--- src/core/cax_pkg.sv ---
// Shared constants, types and opcodes of the execution datapath
// What this block does
// - Sum and carry-sum write Rd; ZCNVH; one cycle
// - Word immediate sum on pair; ZCNVS; two cycles
// - Word immediate difference on pair; ZCNVS; two cycles
// - Register differences, borrow variant; ZCNVH; one cycle
// - Constant differences, borrow variant; ZCNVH; one cycle
// - Conjunction, register or constant; ZNV only; one cycle
// - Disjunctions and set-bits write Rd; ZNV; one cycle
// - Exclusive disjunction writes Rd; ZNV; one cycle
// - Clear-bits ANDs with 0xFF minus constant; ZNV
// - Zero-sign check ANDs register with itself; ZNV
// - Products go to R1:R0; ZC; two cycles
// - Fractional products shifted left once; ZC; two cycles
// - Pointer jump loads PC from Z; two cycles
// - Relative entry pushes, PC+k+1; three cycles
// - Pointer entry pushes, PC from Z; three cycles
// - Direct entry pushes, absolute target; four cycles
// - Compare-skip on equal, PC+2 or +3; 1/2/3 cycles
`default_nettype none
package cax_pkg;
  // Status register bit positions
  localparam int FLG_C = 0;
  localparam int FLG_Z = 1;
  localparam int FLG_N = 2;
  localparam int FLG_V = 3;
  localparam int FLG_S = 4;
  localparam int FLG_H = 5;
  localparam int FLG_I = 7;
  // Flag update masks per instruction class
  localparam logic [7:0] FM_ARITH = 8'h2F;
  localparam logic [7:0] FM_WORD = 8'h1F;
  localparam logic [7:0] FM_LOGIC = 8'h0E;
  localparam logic [7:0] FM_PROD = 8'h03;
  localparam logic [7:0] FM_INT = 8'h80;
  localparam logic [7:0] FM_NONE = 8'h00;
  localparam logic [7:0] MASK_FULL = 8'hFF;
  // Cycle counts
  localparam logic [2:0] CYC_ONE = 3'h1;
  localparam logic [2:0] CYC_TWO = 3'h2;
  localparam logic [2:0] CYC_THREE = 3'h3;
  localparam logic [2:0] CYC_FOUR = 3'h4;
  // Program counter steps
  localparam logic [15:0] PC_STEP_ONE = 16'h0001;
  localparam logic [15:0] PC_SKIP_ONE = 16'h0002;
  localparam logic [15:0] PC_SKIP_TWO = 16'h0003;
  localparam logic [15:0] PC_STEP_LONG = 16'h0002;
  // Values after reset
  localparam logic [7:0] RST_BYTE = 8'h00;
  localparam logic [15:0] RST_WORD = 16'h0000;
  localparam logic [2:0] RST_CNT = 3'h0;

  typedef enum logic [4:0] {
    OP_SUM, OP_SUM_CARRY, OP_WORD_SUM, OP_WORD_DIFF,
    OP_DIFF, OP_BORROW_DIFF, OP_CONST_DIFF, OP_CONST_BORROW_DIFF,
    OP_CONJ, OP_CONST_CONJ, OP_DISJ, OP_CONST_DISJ, OP_SET_BITS,
    OP_XDISJ, OP_CLEAR_BITS, OP_ZERO_SIGN,
    OP_UPROD, OP_SPROD, OP_MPROD, OP_FUPROD, OP_FSPROD, OP_FMPROD,
    OP_PTR_JUMP, OP_REL_ENTRY, OP_PTR_ENTRY, OP_DIR_ENTRY,
    OP_LEAVE_SUB, OP_LEAVE_INT, OP_CMP_SKIP
  } cax_op_t;

  typedef enum logic {ST_IDLE, ST_RUN} cax_state_t;
endpackage
`default_nettype wire

--- src/core/cax_product.sv ---
// Eight by eight multiplier with signed, mixed and fractional modes
`default_nettype none
module cax_product (
  // Operands
  input wire logic [7:0] mulA,
  input wire logic [7:0] mulB,
  // Mode
  input wire logic signA,
  input wire logic signB,
  input wire logic frac,
  // Product
  output logic [15:0] prodOut,
  output logic prodCarry
);
  logic signed [8:0] extA;
  logic signed [8:0] extB;
  logic signed [17:0] full;
  logic [15:0] raw;

  assign extA = {signA & mulA[7], mulA};
  assign extB = {signB & mulB[7], mulB};
  assign full = extA * extB;
  assign raw = full[15:0];
  // Carry is taken before the fractional shift
  assign prodCarry = raw[15];
  assign prodOut = frac ? {raw[14:0], 1'b0} : raw;
endmodule
`default_nettype wire

--- src/core/cax_exec_unit.sv ---
// Execution datapath: arithmetic, logic, products and program flow
`default_nettype none
module cax_exec_unit
  import cax_pkg::*;
(
  // Clock and reset
  input wire logic clock,
  input wire logic arst_n,
  // Instruction issue
  input wire logic start,
  input wire cax_op_t op,
  input wire logic [7:0] opA,
  input wire logic [7:0] opB,
  input wire logic [7:0] imm,
  input wire logic [15:0] wordIn,
  input wire logic [15:0] zPtr,
  input wire logic [15:0] pcIn,
  input wire logic [11:0] relOff,
  input wire logic [15:0] absTarget,
  input wire logic nextTwoWord,
  input wire logic [15:0] popAddr,
  input wire logic [7:0] sregIn,
  // Completion
  output logic busy,
  output logic done,
  // Register file write back
  output logic resWe,
  output logic [7:0] resData,
  output logic pairWe,
  output logic pairSel,
  output logic [15:0] pairData,
  // Status register
  output logic sregWe,
  output logic [7:0] sregOut,
  // Program counter and stack
  output logic pcWe,
  output logic [15:0] pcOut,
  output logic pushWe,
  output logic [15:0] pushAddr,
  output logic popReq
);
  function automatic logic [7:0] packFlags(
    input logic h, input logic s, input logic v,
    input logic n, input logic z, input logic c);
    packFlags = {2'b00, h, s, v, n, z, c};
  endfunction

  ////////////////////////////////////////////////////////////////////
  // Control state

  cax_state_t state_r;
  cax_state_t stateNxt;
  logic [2:0] cnt_r;
  logic [2:0] cntNxt;
  logic take;
  logic [2:0] cycN;

  // A new instruction may issue in the cycle the previous one ends
  assign take = start && ((state_r == ST_IDLE) || done);
  assign done = (state_r == ST_RUN) && (cnt_r == RST_CNT);
  assign busy = (state_r == ST_RUN) && !done;
  assign stateNxt = take ? ST_RUN : (done ? ST_IDLE : state_r);
  assign cntNxt = take ? cycN - CYC_ONE : (done ? cnt_r : cnt_r - CYC_ONE);

  ////////////////////////////////////////////////////////////////////
  // Operand selection

  logic isConst;
  logic useCarry;
  logic [7:0] srcB;
  logic cin;

  assign isConst = op inside {OP_CONST_DIFF, OP_CONST_BORROW_DIFF,
    OP_CONST_CONJ, OP_CONST_DISJ, OP_SET_BITS, OP_CLEAR_BITS};
  assign useCarry = op inside {OP_SUM_CARRY, OP_BORROW_DIFF,
    OP_CONST_BORROW_DIFF};
  assign srcB = isConst ? imm : opB;
  assign cin = useCarry & sregIn[FLG_C];

  ////////////////////////////////////////////////////////////////////
  // Byte sum and difference

  logic [8:0] sumW;
  logic [8:0] diffW;
  logic [7:0] sumR;
  logic [7:0] diffR;
  logic sumH;
  logic sumV;
  logic diffH;
  logic diffV;
  logic diffZ;

  assign sumW = {1'b0, opA} + {1'b0, srcB} + {8'h00, cin};
  assign diffW = {1'b0, opA} - {1'b0, srcB} - {8'h00, cin};
  assign sumR = sumW[7:0];
  assign diffR = diffW[7:0];
  assign sumH = (opA[3] & srcB[3]) | (srcB[3] & ~sumR[3]) | (~sumR[3] & opA[3]);
  assign sumV = (opA[7] & srcB[7] & ~sumR[7]) | (~opA[7] & ~srcB[7] & sumR[7]);
  assign diffH = (~opA[3] & srcB[3]) | (srcB[3] & diffR[3]) | (diffR[3] & ~opA[3]);
  assign diffV = (opA[7] & ~srcB[7] & ~diffR[7]) | (~opA[7] & srcB[7] & diffR[7]);
  // Borrow forms keep zero only if the earlier byte was zero too
  assign diffZ = (diffR == RST_BYTE) & (!useCarry | sregIn[FLG_Z]);

  ////////////////////////////////////////////////////////////////////
  // Bitwise results

  logic isConj;
  logic [7:0] logicR;

  assign isConj = op inside {OP_CONJ, OP_CONST_CONJ};
  assign logicR = isConj ? (opA & srcB) :
    (op == OP_ZERO_SIGN) ? (opA & opA) :
    (op == OP_XDISJ) ? (opA ^ opB) :
    (op == OP_CLEAR_BITS) ? (opA & (MASK_FULL - imm)) :
    (opA | srcB);

  ////////////////////////////////////////////////////////////////////
  // Word immediate on a register pair

  logic wordSub;
  logic [15:0] wordR;
  logic wordV;
  logic wordC;

  assign wordSub = (op == OP_WORD_DIFF);
  assign wordR = wordSub ? wordIn - {8'h00, imm} : wordIn + {8'h00, imm};
  assign wordV = wordSub ? (wordIn[15] & ~wordR[15]) : (~wordIn[15] & wordR[15]);
  assign wordC = wordSub ? (wordR[15] & ~wordIn[15]) : (~wordR[15] & wordIn[15]);

  ////////////////////////////////////////////////////////////////////
  // Products

  logic [15:0] prodR;
  logic prodC;
  logic prodSignA;
  logic prodSignB;
  logic prodFrac;

  assign prodSignA = op inside {OP_SPROD, OP_MPROD, OP_FSPROD, OP_FMPROD};
  assign prodSignB = op inside {OP_SPROD, OP_FSPROD};
  assign prodFrac = op inside {OP_FUPROD, OP_FSPROD, OP_FMPROD};

  cax_product uProduct (
    .mulA(opA),
    .mulB(opB),
    .signA(prodSignA),
    .signB(prodSignB),
    .frac(prodFrac),
    .prodOut(prodR),
    .prodCarry(prodC)
  );

  ////////////////////////////////////////////////////////////////////
  // Program flow targets

  logic [15:0] relTarget;
  logic [15:0] nextPc;
  logic isEqual;
  logic [15:0] skipStep;
  logic [2:0] skipCyc;

  assign nextPc = pcIn + PC_STEP_ONE;
  assign relTarget = nextPc + {{4{relOff[11]}}, relOff};
  assign isEqual = (opA == opB);
  assign skipStep = !isEqual ? PC_STEP_ONE :
    (nextTwoWord ? PC_SKIP_TWO : PC_SKIP_ONE);
  assign skipCyc = !isEqual ? CYC_ONE : (nextTwoWord ? CYC_THREE : CYC_TWO);

  ////////////////////////////////////////////////////////////////////
  // Per-operation decode

  logic [7:0] resN;
  logic resWeN;
  logic [15:0] pairN;
  logic pairWeN;
  logic pairSelN;
  logic [7:0] flagN;
  logic [7:0] maskN;
  logic [15:0] pcN;
  logic pcWeN;
  logic [15:0] pushN;
  logic pushWeN;
  logic popN;

  always_comb begin
    resN = logicR;
    resWeN = 1'b0;
    pairN = prodR;
    pairWeN = 1'b0;
    pairSelN = 1'b0;
    flagN = packFlags(1'b0, 1'b0, 1'b0, logicR[7], logicR == RST_BYTE, 1'b0);
    maskN = FM_NONE;
    cycN = CYC_ONE;
    pcN = nextPc;
    pcWeN = 1'b0;
    pushN = nextPc;
    pushWeN = 1'b0;
    popN = 1'b0;
    unique case (op)
      OP_SUM, OP_SUM_CARRY: begin
        resN = sumR;
        resWeN = 1'b1;
        flagN = packFlags(sumH, 1'b0, sumV, sumR[7], sumR == RST_BYTE, sumW[8]);
        maskN = FM_ARITH;
      end
      OP_DIFF, OP_BORROW_DIFF, OP_CONST_DIFF, OP_CONST_BORROW_DIFF: begin
        resN = diffR;
        resWeN = 1'b1;
        flagN = packFlags(diffH, 1'b0, diffV, diffR[7], diffZ, diffW[8]);
        maskN = FM_ARITH;
      end
      OP_WORD_SUM, OP_WORD_DIFF: begin
        pairN = wordR;
        pairWeN = 1'b1;
        pairSelN = 1'b1;
        flagN = packFlags(1'b0, wordR[15] ^ wordV, wordV, wordR[15],
          wordR == RST_WORD, wordC);
        maskN = FM_WORD;
        cycN = CYC_TWO;
      end
      OP_CONJ, OP_CONST_CONJ, OP_DISJ, OP_CONST_DISJ, OP_SET_BITS,
      OP_XDISJ, OP_CLEAR_BITS: begin
        resWeN = 1'b1;
        maskN = FM_LOGIC;
      end
      OP_ZERO_SIGN: begin
        resWeN = 1'b1;
        maskN = FM_LOGIC;
      end
      OP_UPROD, OP_SPROD, OP_MPROD, OP_FUPROD, OP_FSPROD, OP_FMPROD: begin
        pairWeN = 1'b1;
        flagN = packFlags(1'b0, 1'b0, 1'b0, 1'b0, prodR == RST_WORD, prodC);
        maskN = FM_PROD;
        cycN = CYC_TWO;
      end
      OP_PTR_JUMP: begin
        pcN = zPtr;
        pcWeN = 1'b1;
        cycN = CYC_TWO;
      end
      OP_REL_ENTRY: begin
        pcN = relTarget;
        pcWeN = 1'b1;
        pushWeN = 1'b1;
        cycN = CYC_THREE;
      end
      OP_PTR_ENTRY: begin
        pcN = zPtr;
        pcWeN = 1'b1;
        pushWeN = 1'b1;
        cycN = CYC_THREE;
      end
      OP_DIR_ENTRY: begin
        pcN = absTarget;
        pcWeN = 1'b1;
        pushN = pcIn + PC_STEP_LONG;
        pushWeN = 1'b1;
        cycN = CYC_FOUR;
      end
      OP_LEAVE_SUB, OP_LEAVE_INT: begin
        pcN = popAddr;
        pcWeN = 1'b1;
        popN = 1'b1;
        flagN = MASK_FULL;
        maskN = (op == OP_LEAVE_INT) ? FM_INT : FM_NONE;
        cycN = CYC_FOUR;
      end
      OP_CMP_SKIP: begin
        pcN = pcIn + skipStep;
        pcWeN = 1'b1;
        cycN = skipCyc;
      end
      default: begin
        resWeN = 1'b0;
      end
    endcase
  end

  ////////////////////////////////////////////////////////////////////
  // Result registers

  logic resWe_r;
  logic pairWe_r;
  logic sregWe_r;
  logic pcWe_r;
  logic pushWe_r;
  logic pop_r;

  always_ff @(posedge clock or negedge arst_n) begin
    if (!arst_n) begin
      state_r <= ST_IDLE;
      cnt_r <= RST_CNT;
    end else begin
      state_r <= stateNxt;
      cnt_r <= cntNxt;
    end
  end

  // Results held stable until the next issue
  always_ff @(posedge clock or negedge arst_n) begin
    if (!arst_n) begin
      {resWe_r, pairWe_r, sregWe_r, pcWe_r, pushWe_r, pop_r} <= 6'h00;
      resData <= RST_BYTE;
      pairData <= RST_WORD;
      pairSel <= 1'b0;
      sregOut <= RST_BYTE;
      pcOut <= RST_WORD;
      pushAddr <= RST_WORD;
    end else if (take) begin
      {resWe_r, pairWe_r, pcWe_r, pushWe_r, pop_r} <=
        {resWeN, pairWeN, pcWeN, pushWeN, popN};
      sregWe_r <= (maskN != FM_NONE);
      resData <= resN;
      pairData <= pairN;
      pairSel <= pairSelN;
      sregOut <= (sregIn & ~maskN) | (flagN & maskN);
      pcOut <= pcN;
      pushAddr <= pushN;
    end
  end

  // Strobes fire only in the closing cycle
  assign resWe = done & resWe_r;
  assign pairWe = done & pairWe_r;
  assign sregWe = done & sregWe_r;
  assign pcWe = done & pcWe_r;
  assign pushWe = done & pushWe_r;
  assign popReq = done & pop_r;
endmodule
`default_nettype wire

--- config.mk ---
export PLATFORM = sky130hd
export DESIGN_NAME = cax_exec_unit
export DESIGN_NICKNAME = d
export VERILOG_FILES = /design/src/core/cax_pkg.sv /design/src/core/cax_product.sv /design/src/core/cax_exec_unit.sv
export SDC_FILE = /design/constraint.sdc
export NUM_CORES = 1
export LEC_CHECK = 0
export BUFFER_PORTS_ARGS = -buffer_cell sky130_fd_sc_hd__buf_4
export CAP_MARGIN = 20
export CORE_ASPECT_RATIO = 1.1
export CORE_UTILIZATION = 25
export CTS_BUF_LIST = sky130_fd_sc_hd__clkbuf_16
export DETAILED_ROUTE_END_ITERATION = 8
export GPL_TIMING_DRIVEN = 0
export SLEW_MARGIN = 5
export SYNTH_ARGS = -nofsm -noshare
export SYNTH_HDL_FRONTEND = slang
export SYNTH_HIERARCHICAL = 1
export SYNTH_SLANG_ARGS = --single-unit
--- constraint.sdc ---
create_clock -name clock -period 7.2 [get_ports clock]
set_clock_uncertainty 0.2 [all_clocks]
set_input_delay 1.08 -clock clock [delete_from_list [all_inputs] [get_ports clock]]
set_output_delay 1.08 -clock clock [all_outputs]
set_load 0.01 [all_outputs]
==> results of run 1 <==
==> final cells by class <==
type	count	area share, %
Tap cell	581	5.074
Sequential cell	75	13.10
Inverter	135	3.563
Multi-Input combinational cell	1127	61.19
Buffer	61	1.956
Timing Repair Buffer	232	12.92
Clock buffer	9	1.572
Clock inverter	7	0.6200
==> layout by cell type (no fill, tap or decap), drive strengths merged, types with 18 or more instances in the layout <==
cell	synthesis	final
a21oi	68	68
a31oi	21	21
and2	46	46
buf	9	238
clkbuf	64	63
dfrtp	75	75
fa	70	70
ha	102	102
inv	134	138
nand2	163	163
nand3	19	19
nor2	108	108
nor2b	20	20
nor3	18	18
o21ai	90	90
xnor2	64	64
xor2	40	40
==> layer usage <==
layer,wire length (µm),vias to the layer above,track usage [%]
met1,18280,5618,23.55
met5,26,-,0
met3,3552,93,3.899
met2,21940,476,33.39
met4,1891,4,8.714
li1,-,5366,-
==> worst reg2reg max path: cells and delay by family (launching register included) <==
family           cells  cell delay, ps
AO/OA/AOI/OAI        4            1160
flip-flops           1             410
AND/OR/NAND/NOR      4            1740
==> stage by stage <==
step	cell area (µm²)	util (%)	power (µW)	setup slack [ps]	hold slack [ps]
after global placement	13530	30.48	2976	-1483	255.0
after detailed placement	13560	30.54	3014	-1496	265.0
after global routing	14330	32.28	3949	-357.4	298.0
final	14330	32.28	3678	-161.5	278.7
after floorplan	11340	-	2093	7.969	238.6
after CTS	14010	31.57	3594	-137.0	280.5
==> worst min path at each step <==
stage                       startpoint                      end  slack [ps]  depth (start not counted)
3_5_place_dp         pop_r$_DFFE_PN0P_        pop_r$_DFFE_PN0P_         270                          2
3_3_place_gp        pcWe_r$_DFFE_PN0P_       pcWe_r$_DFFE_PN0P_         250                          1
4_1_cts             pcWe_r$_DFFE_PN0P_       pcWe_r$_DFFE_PN0P_         280                          1
2_1_floorplan        pop_r$_DFFE_PN0P_        pop_r$_DFFE_PN0P_         240                          2
6_report          pushWe_r$_DFFE_PN0P_     pushWe_r$_DFFE_PN0P_         280                          2
5_1_grt        pairData[7]$_DFFE_PN0P_  pairData[7]$_DFFE_PN0P_         300                          1
==> what timing repair did <==
| item | CTS | global route |
|---|---|---|
| setup buffers | 9 | 22 |
| gates cloned | 0 | 4 |
| hold endpoints to repair | 0 | 0 |
| setup endpoints to repair | 4 | 1 |
| gates resized for setup | 25 | 34 |
| pin swaps | 8 | 24 |
==> cell families after synthesis <==
kind of cell / count (synthesis) / share of synthesized area (%)
xor+xnor: 106 / 8.521
simple gates: 476 / 20.76
buf+inv: 208 / 6.982
flops: 75 / 16.73
fa+ha+maj: 172 / 23.87
compound gates: 346 / 20.58
mux: 27 / 2.565
==> state kept, by name (all words and copies together), names as in the netlist <==
| signal | cells |
|---|---|
| resWe_r | 1 |
| pcWe_r | 1 |
| pushAddr | 16 |
| pop_r | 1 |
| pushWe_r | 1 |
| sregWe_r | 1 |
| pcOut | 16 |
| cnt_r | 3 |
| sregOut | 8 |
| state_r | 1 |
| pairWe_r | 1 |
| resData | 8 |
| pairData | 16 |
| pairSel | 1 |
==> where the power goes <==
| group | internal, µW | switching [µW] | total (µW) |
|---|---|---|---|
| Sequential | 624 | 144 | 768 |
| Clock | 279 | 218 | 497 |
| Combinational | 1050 | 1370 | 2410 |
| Total | 1950 | 1730 | 3680 |
==> flow_metrics.py, run 1 <==
metrics = {
    "critical_path": {
        "crit_family": "adder cells",
        "timing.rr.end": "sregOut[1]$_DFFE_PN0P_",
        "timing.rr.start": "cnt_r[1]$_DFFE_PN0P_",
        "crit_end": "sregOut[1]$_DFFE_PN0P_",
        "crit_arrival_ps": 7410,
        "path_max_fanout": 6,
        "crit_cells": 29,
        "rrSetupSlack_ps": 3630,
        "path_buf_inv": 5,
        "worstSetupEndpointType": "flip-flop",
        "crit_type": "in2reg",
        "worstPathRequired_ps": 7250,
        "crit_start": "op[3]",
        "crit_slowest_cell": "fa_1",
        "cpMostUsedCell": "fa_1",
        "reg2regPathDepth": 8,
        "slowest_delay_ps": 540,
        "startpoint_type": "input port",
    },
    "cells_and_area": {
        "fillCellCount": 4775,
        "finalNetCount": 1946,
        "area_growth_pct": 27.72,
        "regArea_mm2": 0.001877,
        "multi_input_area_mm2": 0.008767,
        "n_antenna_cell": 0,
        "final_cells": 2227,
        "drive_gt1_share_pct": 19.56,
    },
    "synth": {
        "synth_cell_types": 84,
        "yosys.area.top_type": "dfrtp_1",
        "yosysSeqAreaShare_pct": 16.73,
        "synth_edf_count": 0,
        "yosysMostFrequentCell": "nand2_1",
        "synth_area_mm2": 0.01122,
        "synth.ff_latch_count": 75,
        "ys_async_sr_fraction_pct": 100.0,
        "syn_nets": 1715,
        "syn_area_per_cell_um2": 7.956,
        "yosysTopAreaCellShare_pct": 16.73,
        "synth-main-ff-cell": "dfrtp_1",
        "syn_inst": 1410,
        "yosys_warnings": 6,
        "synth_area_leaders": "dfrtp_1 (17%), fa_1 (12%), ha_1 (11%)",
        "ys_top_cells_by_count": "nand2_1 (163), inv_1 (133), nor2_1 (108)",
    },
    "detailed_routing": {
        "first_pass_iters": 7,
        "wl_um": 45690,
        "wl_per_cell_um": 20.51,
        "antenna_left": 0,
        "drt-initial-drc-count": 812,
        "viasPerCell": 5.189,
        "vias": 11560,
        "drc": 0,
    },
    "global_route": {
        "grt_max_degree": 76,
        "antenna_found_initial": 2,
        "grt-ovfl-total": 0,
        "grt_usage_pct": 19.55,
        "grt_pass1_wl_um": 67770,
        "grt_pass1_vias": 11550,
    },
    "status": {
        "status": "finished, violations left",
        "violations": "setup timing",
    },
    "clock_network": {
        "cts_buffer_depth": 2,
        "path_clk_slew_ps": 70,
        "clk_latency_ps": 350,
        "htree_levels": 3,
        "tritoncts": "built",
        "tritoncts_num_sinks": 75,
        "hold_buffers": 0,
        "cts_root_buf": "clkbuf_16",
        "cts_buffers": 9,
    },
    "sta": {
        "finalSetupViolCount": 1,
        "rsz0062_at_grt": "true",
        "relSlewSlack_pct": 28.11,
        "hold_viol_final": 0,
        "finalCriticalPeriod_ps": 7361,
        "worst_pin_slew_ps": 1070,
        "finalMaxSlewViolations": 0,
        "fmax_mhz": 135.8,
        "tns_ps": -161.5,
        "final.setup.worst_slack_ps": -161.5,
        "final.period_utilization_pct": 102.2,
    },
    "die": {
        "die_height_um": 224.2,
        "ioPinCount": 206,
        "num_rows": 81,
        "core_mm2": 0.04439,
        "start_util_pct": 25.27,
        "dieWidth_um": 204.0,
        "die-area_mm2": 0.04573,
    },
    "power": {
        "p_leak_uw": 0.006518,
        "ir_drop_uv": 146.7,
        "powerDensity_mw_per_mm2": 256.7,
    },
    "place": {
        "hpwl_um": 36920,
        "port_buffers": 195,
        "place.gp.congestion": 0.9689,
        "place_inst": 2188,
    },
    "min_path": {
        "hold_path.class": "reg2reg",
    },
    "flow_run": {
        "maxCapViolations": 0,
    },
}
(Power assumes the default switching activity.)
==> run 2, diff against run 1 <==
Settings changed: PLACE_DENSITY set to 0.44.
Clock period 7.2 ns to 9.45 ns, I/O delays scaled along.
==> flow_metrics.py, run 2 (synthesis gave the netlist of run 1 again) <==
metrics = {
    "status": {
        "status": "finished, final reports clean",
    },
    "critical_path": {
        "crit_family": "adder cells",
        "rrSetupSlack_ps": 5860,
        "startpoint_type": "input port",
        "crit_type": "in2reg",
        "slowest_delay_ps": 490,
        "worstPathRequired_ps": 9550,
        "crit_slowest_cell": "fa_1",
        "path_max_fanout": 14,
        "worstSetupEndpointType": "flip-flop",
        "path_buf_inv": 7,
        "crit_arrival_ps": 8890,
    },
    "sta": {
        "finalMaxSlewViolations": 0,
        "fmax_mhz": 113.7,
        "final.period_utilization_pct": 93.09,
        "relSlewSlack_pct": 24.65,
        "finalSetupViolCount": 0,
        "final.setup.worst_slack_ps": 653.2,
        "hold_viol_final": 0,
        "worst_pin_slew_ps": 1122,
        "rsz0062_at_grt": "false",
        "finalCriticalPeriod_ps": 8797,
    },
    "cells_and_area": {
        "drive_gt1_share_pct": 16.12,
        "fillCellCount": 4888,
        "regArea_mm2": 0.001877,
        "reg.largest.list": "pairData x16, pcOut x16, pushAddr x16",
        "multi_input_area_mm2": 0.008593,
        "area_growth_pct": 22.89,
        "final_common_cell": "buf_4",
        "final_cells": 2201,
        "finalNetCount": 1919,
        "layout_common_cells": "buf_4 (196), nand2_1 (162), inv_1 (134)",
    },
    "clock_network": {
        "cts_buffer_depth": 2,
        "path_clk_slew_ps": 60,
        "cts_buffers": 9,
        "tritoncts_num_sinks": 75,
        "tritoncts": "built",
        "hold_buffers": 0,
        "clk_latency_ps": 360,
        "cts_root_buf": "clkbuf_16",
        "htree_levels": 3,
    },
    "detailed_routing": {
        "vias": 11170,
        "viasPerCell": 5.074,
        "drt-initial-drc-count": 571,
        "first_pass_iters": 5,
        "drc": 0,
        "antenna_left": 0,
        "wl_um": 45980,
        "wl_per_cell_um": 20.89,
    },
    "power": {
        "powerDensity_mw_per_mm2": 192.3,
        "ir_drop_uv": 110.6,
        "p_leak_uw": 0.006266,
    },
    "place": {
        "place_inst": 2187,
        "port_buffers": 195,
        "hpwl_um": 37630,
        "place.gp.congestion": 0.9189,
        "dp_slack_ps": -563.3,
    },
    "global_route": {
        "grt_usage_pct": 20.25,
        "antenna_found_initial": 3,
        "grt_max_degree": 76,
        "grt_pass1_vias": 11470,
        "grt-ovfl-total": 0,
        "grt_pass1_wl_um": 69760,
    },
    "die": {
        "die-area_mm2": 0.04573,
        "core_mm2": 0.04439,
        "ioPinCount": 206,
        "dieWidth_um": 204.0,
        "num_rows": 81,
        "start_util_pct": 25.27,
        "die_height_um": 224.2,
    },
    "flow_run": {
        "maxCapViolations": 0,
    },
    "min_path": {
        "hold_path.class": "reg2reg",
    },
}
run 2: cell types whose count changed in the layout (fill, tap and decap cells not counted), moves of 4 or more:
cell      delta
buf_4       -26
inv_2        -4
clkbuf_2     +6
inv_1        +6
a21oi_1      +5
buf_12       -4
a21oi_2      -4
run 2: tightest hold or removal path: cells and delay by family, from the launching register on:
family / cells / cell delay, ps
and+or+nand+nor: 2 / 100
DFF: 1 / 340
run 2: path summary, 6_finish.rpt:
kind,start,end,cells past startpoint
setup reg to reg,cnt_r[1]$_DFFE_PN0P_,sregOut[1]$_DFFE_PN0P_,8
max in group asynchronous,arst_n,resData[2]$_DFFE_PN0P_,2
min in group asynchronous,arst_n,pushAddr[1]$_DFFE_PN0P_,1
hold / removal,resData[7]$_DFFE_PN0P_,resData[7]$_DFFE_PN0P_,2
hold reg to reg,resData[7]$_DFFE_PN0P_,resData[7]$_DFFE_PN0P_,2
setup / recovery,op[1],sregOut[1]$_DFFE_PN0P_,30
run 2: layout make-up:
class	count	share of cell area [%]
clock buffers	9	1.634
diodes	1	0.01815
multi-input cells	1127	62.33
plain buffers	69	1.970
clock inverters	7	0.6081
flip-flops and latches	75	13.61
well taps	581	5.273
repair buffers	197	10.87
inverters	135	3.676
run 2: per-layer routing:
| layer | part of all wire [%] | track usage (%) | wire length, µm | vias up |
|---|---|---|---|---|
| met5 | 0.050 | 0 | 23 | - |
| met4 | 3.3 | 7.487 | 1515 | 4 |
| met3 | 6.0 | 3.244 | 2767 | 64 |
| met2 | 49 | 35.19 | 22500 | 354 |
| met1 | 42 | 24.98 | 19180 | 5422 |
| li1 | - | - | - | 5323 |
run 2: stage by stage:
stage / utilization (%) / instance area, µm² / setup TNS (ps) / total power [µW] / hold WS, ps
final: 31.06 / 13790 / 0 / 2652 / 269.6
after global routing: 31.05 / 13780 / 0 / 2870 / 299.5
after CTS: 30.97 / 13750 / 0 / 2671 / 275.8
after detailed placement: 30.25 / 13430 / -563.3 / 2279 / 261.0
after global placement: 30.21 / 13410 / -589.6 / 2271 / 256.5
after floorplan: - / 11220 / 0 / 1569 / 238.6
run 2: repair_timing:
action,in CTS,in global routing
setup buffers,0,0
resized for setup,5,12
endpoints found under the setup margin,1,1
run 2: power by group:
part	internal (µW)	switching (µW)	total [µW]
clock network	228	146	374
logic	713	976	1690
registers	476	112	588
total	1420	1240	2650
==> run 3, diff against run 2 <==
Settings changed: CAP_MARGIN 20 to 40, PLACE_DENSITY 0.44 to 0.4.
==> flow_metrics.py, run 3 (synthesis gave the netlist of run 1 again) <==
metrics = {
    "critical_path": {
        "worstSetupEndpointType": "flip-flop",
        "crit_slowest_cell": "fa_1",
        "worstPathRequired_ps": 9490,
        "slowest_delay_ps": 490,
        "rrSetupSlack_ps": 5810,
        "reg2regPathDepth": 9,
        "startpoint_type": "input port",
        "path_max_fanout": 10,
        "crit_type": "in2reg",
        "crit_arrival_ps": 9190,
        "crit_start": "op[1]",
        "timing.rr.end": "cnt_r[2]$_DFFE_PN0P_",
        "timing.rr.start": "state_r$_DFFE_PN0P_",
        "crit_end": "sregOut[1]$_DFFE_PN0P_",
    },
    "cells_and_area": {
        "finalNetCount": 1924,
        "reg.largest.list": "pairData x16, pcOut x16, pushAddr x16",
        "layout_common_cells": "buf_4 (198), nand2_1 (162), inv_1 (134)",
        "final_common_cell": "buf_4",
        "area_growth_pct": 23.02,
        "drive_gt1_share_pct": 16.50,
        "fillCellCount": 4835,
    },
    "detailed_routing": {
        "vias": 11120,
        "drt-initial-drc-count": 527,
        "drc": 0,
        "wl_per_cell_um": 21.31,
        "viasPerCell": 5.036,
        "antenna_left": 0,
        "first_pass_iters": 5,
        "wl_um": 47050,
    },
    "sta": {
        "final.period_utilization_pct": 96.80,
        "finalSetupViolCount": 0,
        "hold_ws_ps": 272.9,
        "relSlewSlack_pct": 39.31,
        "finalCriticalPeriod_ps": 9147,
        "hold_viol_final": 0,
        "worst_pin_slew_ps": 910.4,
        "fmax_mhz": 109.3,
        "finalMaxSlewViolations": 0,
        "rsz0062_at_grt": "false",
    },
    "flow_run": {
        "maxCapViolations": 0,
    },
    "die": {
        "ioPinCount": 206,
        "die-area_mm2": 0.04573,
        "die_height_um": 224.2,
        "num_rows": 81,
        "dieWidth_um": 204.0,
        "start_util_pct": 25.27,
        "core_mm2": 0.04439,
    },
    "clock_network": {
        "hold_buffers": 0,
        "htree_levels": 3,
        "cts_buffer_depth": 2,
        "path_clk_slew_ps": 60,
        "tritoncts_num_sinks": 75,
        "post_cts_buffers": 0,
        "clk_latency_ps": 350,
        "cts_buffers": 9,
        "tritoncts": "built",
        "cts_root_buf": "clkbuf_16",
    },
    "global_route": {
        "grt_max_degree": 51,
        "grt_pass1_wl_um": 70590,
        "grt_pass1_vias": 11350,
        "antenna_found_initial": 3,
        "grt_usage_pct": 20.62,
        "grt-ovfl-total": 0,
    },
    "min_path": {
        "hold_path.class": "reg2reg",
        "holdCritStartpoint": "pcWe_r$_DFFE_PN0P_",
    },
    "place": {
        "hpwl_um": 38940,
        "port_buffers": 195,
        "place.gp.congestion": 0.8788,
    },
    "power": {
        "totalPowerFinal_uw": 2632,
        "powerDensity_mw_per_mm2": 190.7,
        "p_leak_uw": 0.006272,
        "ir_drop_uv": 99.32,
    },
    "status": {
        "status": "finished, final reports clean",
    },
}
[run 3: changes by cell type in the layout (fill, tap and decap cells not counted)]
cell,previous run,this run
clkinv_2,1,2
xnor2_2,0,1
clkinv_1,3,1
diode_2,1,3
bufinv_16,2,0
buf_6,0,2
clkinvlp_4,1,3
clkbuf_1,54,55
buf_4,196,198
xnor2_1,64,63
inv_6,0,1
[run 3: worst min-delay path by stage]
| stage | end | cells after the start |
|---|---|---|
| 2_1_floorplan | pop_r$_DFFE_PN0P_ | 2 |
| 3_3_place_gp | pcWe_r$_DFFE_PN0P_ | 1 |
| 3_5_place_dp | pcWe_r$_DFFE_PN0P_ | 1 |
| 4_1_cts | pcWe_r$_DFFE_PN0P_ | 1 |
| 5_1_grt | pcWe_r$_DFFE_PN0P_ | 1 |
| 6_report | pcWe_r$_DFFE_PN0P_ | 1 |
[run 3: what timing repair did]
action | CTS | global route
endpoints found under the hold margin | 0 | 0
endpoints found under the setup margin | 1 | 1
resized for setup | 7 | 10
[run 3: area by class of cell]
class / count / area, µm² / share of cell area (%)
Timing Repair Buffer: 201 / 1536 / 11.13
Buffer: 70 / 275.3 / 1.995
Tap cell: 581 / 726.9 / 5.267
Clock buffer: 9 / 225.2 / 1.632
Inverter: 135 / 506.7 / 3.672
Sequential cell: 75 / 1877 / 13.60
Antenna cell: 3 / 7.507 / 0.05440
Clock inverter: 7 / 45.04 / 0.3264
Multi-Input combinational cell: 1127 / 8601 / 62.32
[run 3: per-layer routing]
| metal | share of wire, % | GRT usage [%] | up-vias |
|---|---|---|---|
| met1 | 42 | 25.48 | 5383 |
| li1 | - | - | 5335 |
| met2 | 50 | 37.14 | 348 |
| met5 | 0.028 | 0 | - |
| met4 | 2.5 | 5.994 | 2 |
| met3 | 4.9 | 2.473 | 51 |
[run 3: power breakdown]
part / internal [µW] / switching [µW]
clock: 177 / 152
combinational: 722 / 994
sequential: 476 / 111
total: 1370 / 1260
[run 3: through the flow]
step | std cells | TNS [ps] | util, % | setup slack, ps | cell area, µm²
final | 2208 | 0 | 31.09 | 302.7 | 13800
after global routing | 2206 | 0 | 31.08 | 11.18 | 13800
after CTS | 2208 | 0 | 31.04 | 10.83 | 13780
after detailed placement | 2192 | -738.9 | 30.40 | -738.9 | 13490
after global placement | 2186 | -803.2 | 30.21 | -803.2 | 13410
after floorplan | 1410 | 0 | - | 1436 | 11220
[run 3: critical path, delay by kind of cell]
kind	cells	cell delay, ps
AO/OA/AOI/OAI	9	1800
XOR/XNOR	1	190
adder cells (fa/ha/maj)	6	2700
buffers and inverters	8	1360
multiplexers	1	280
AND/OR/NAND/NOR	6	1430
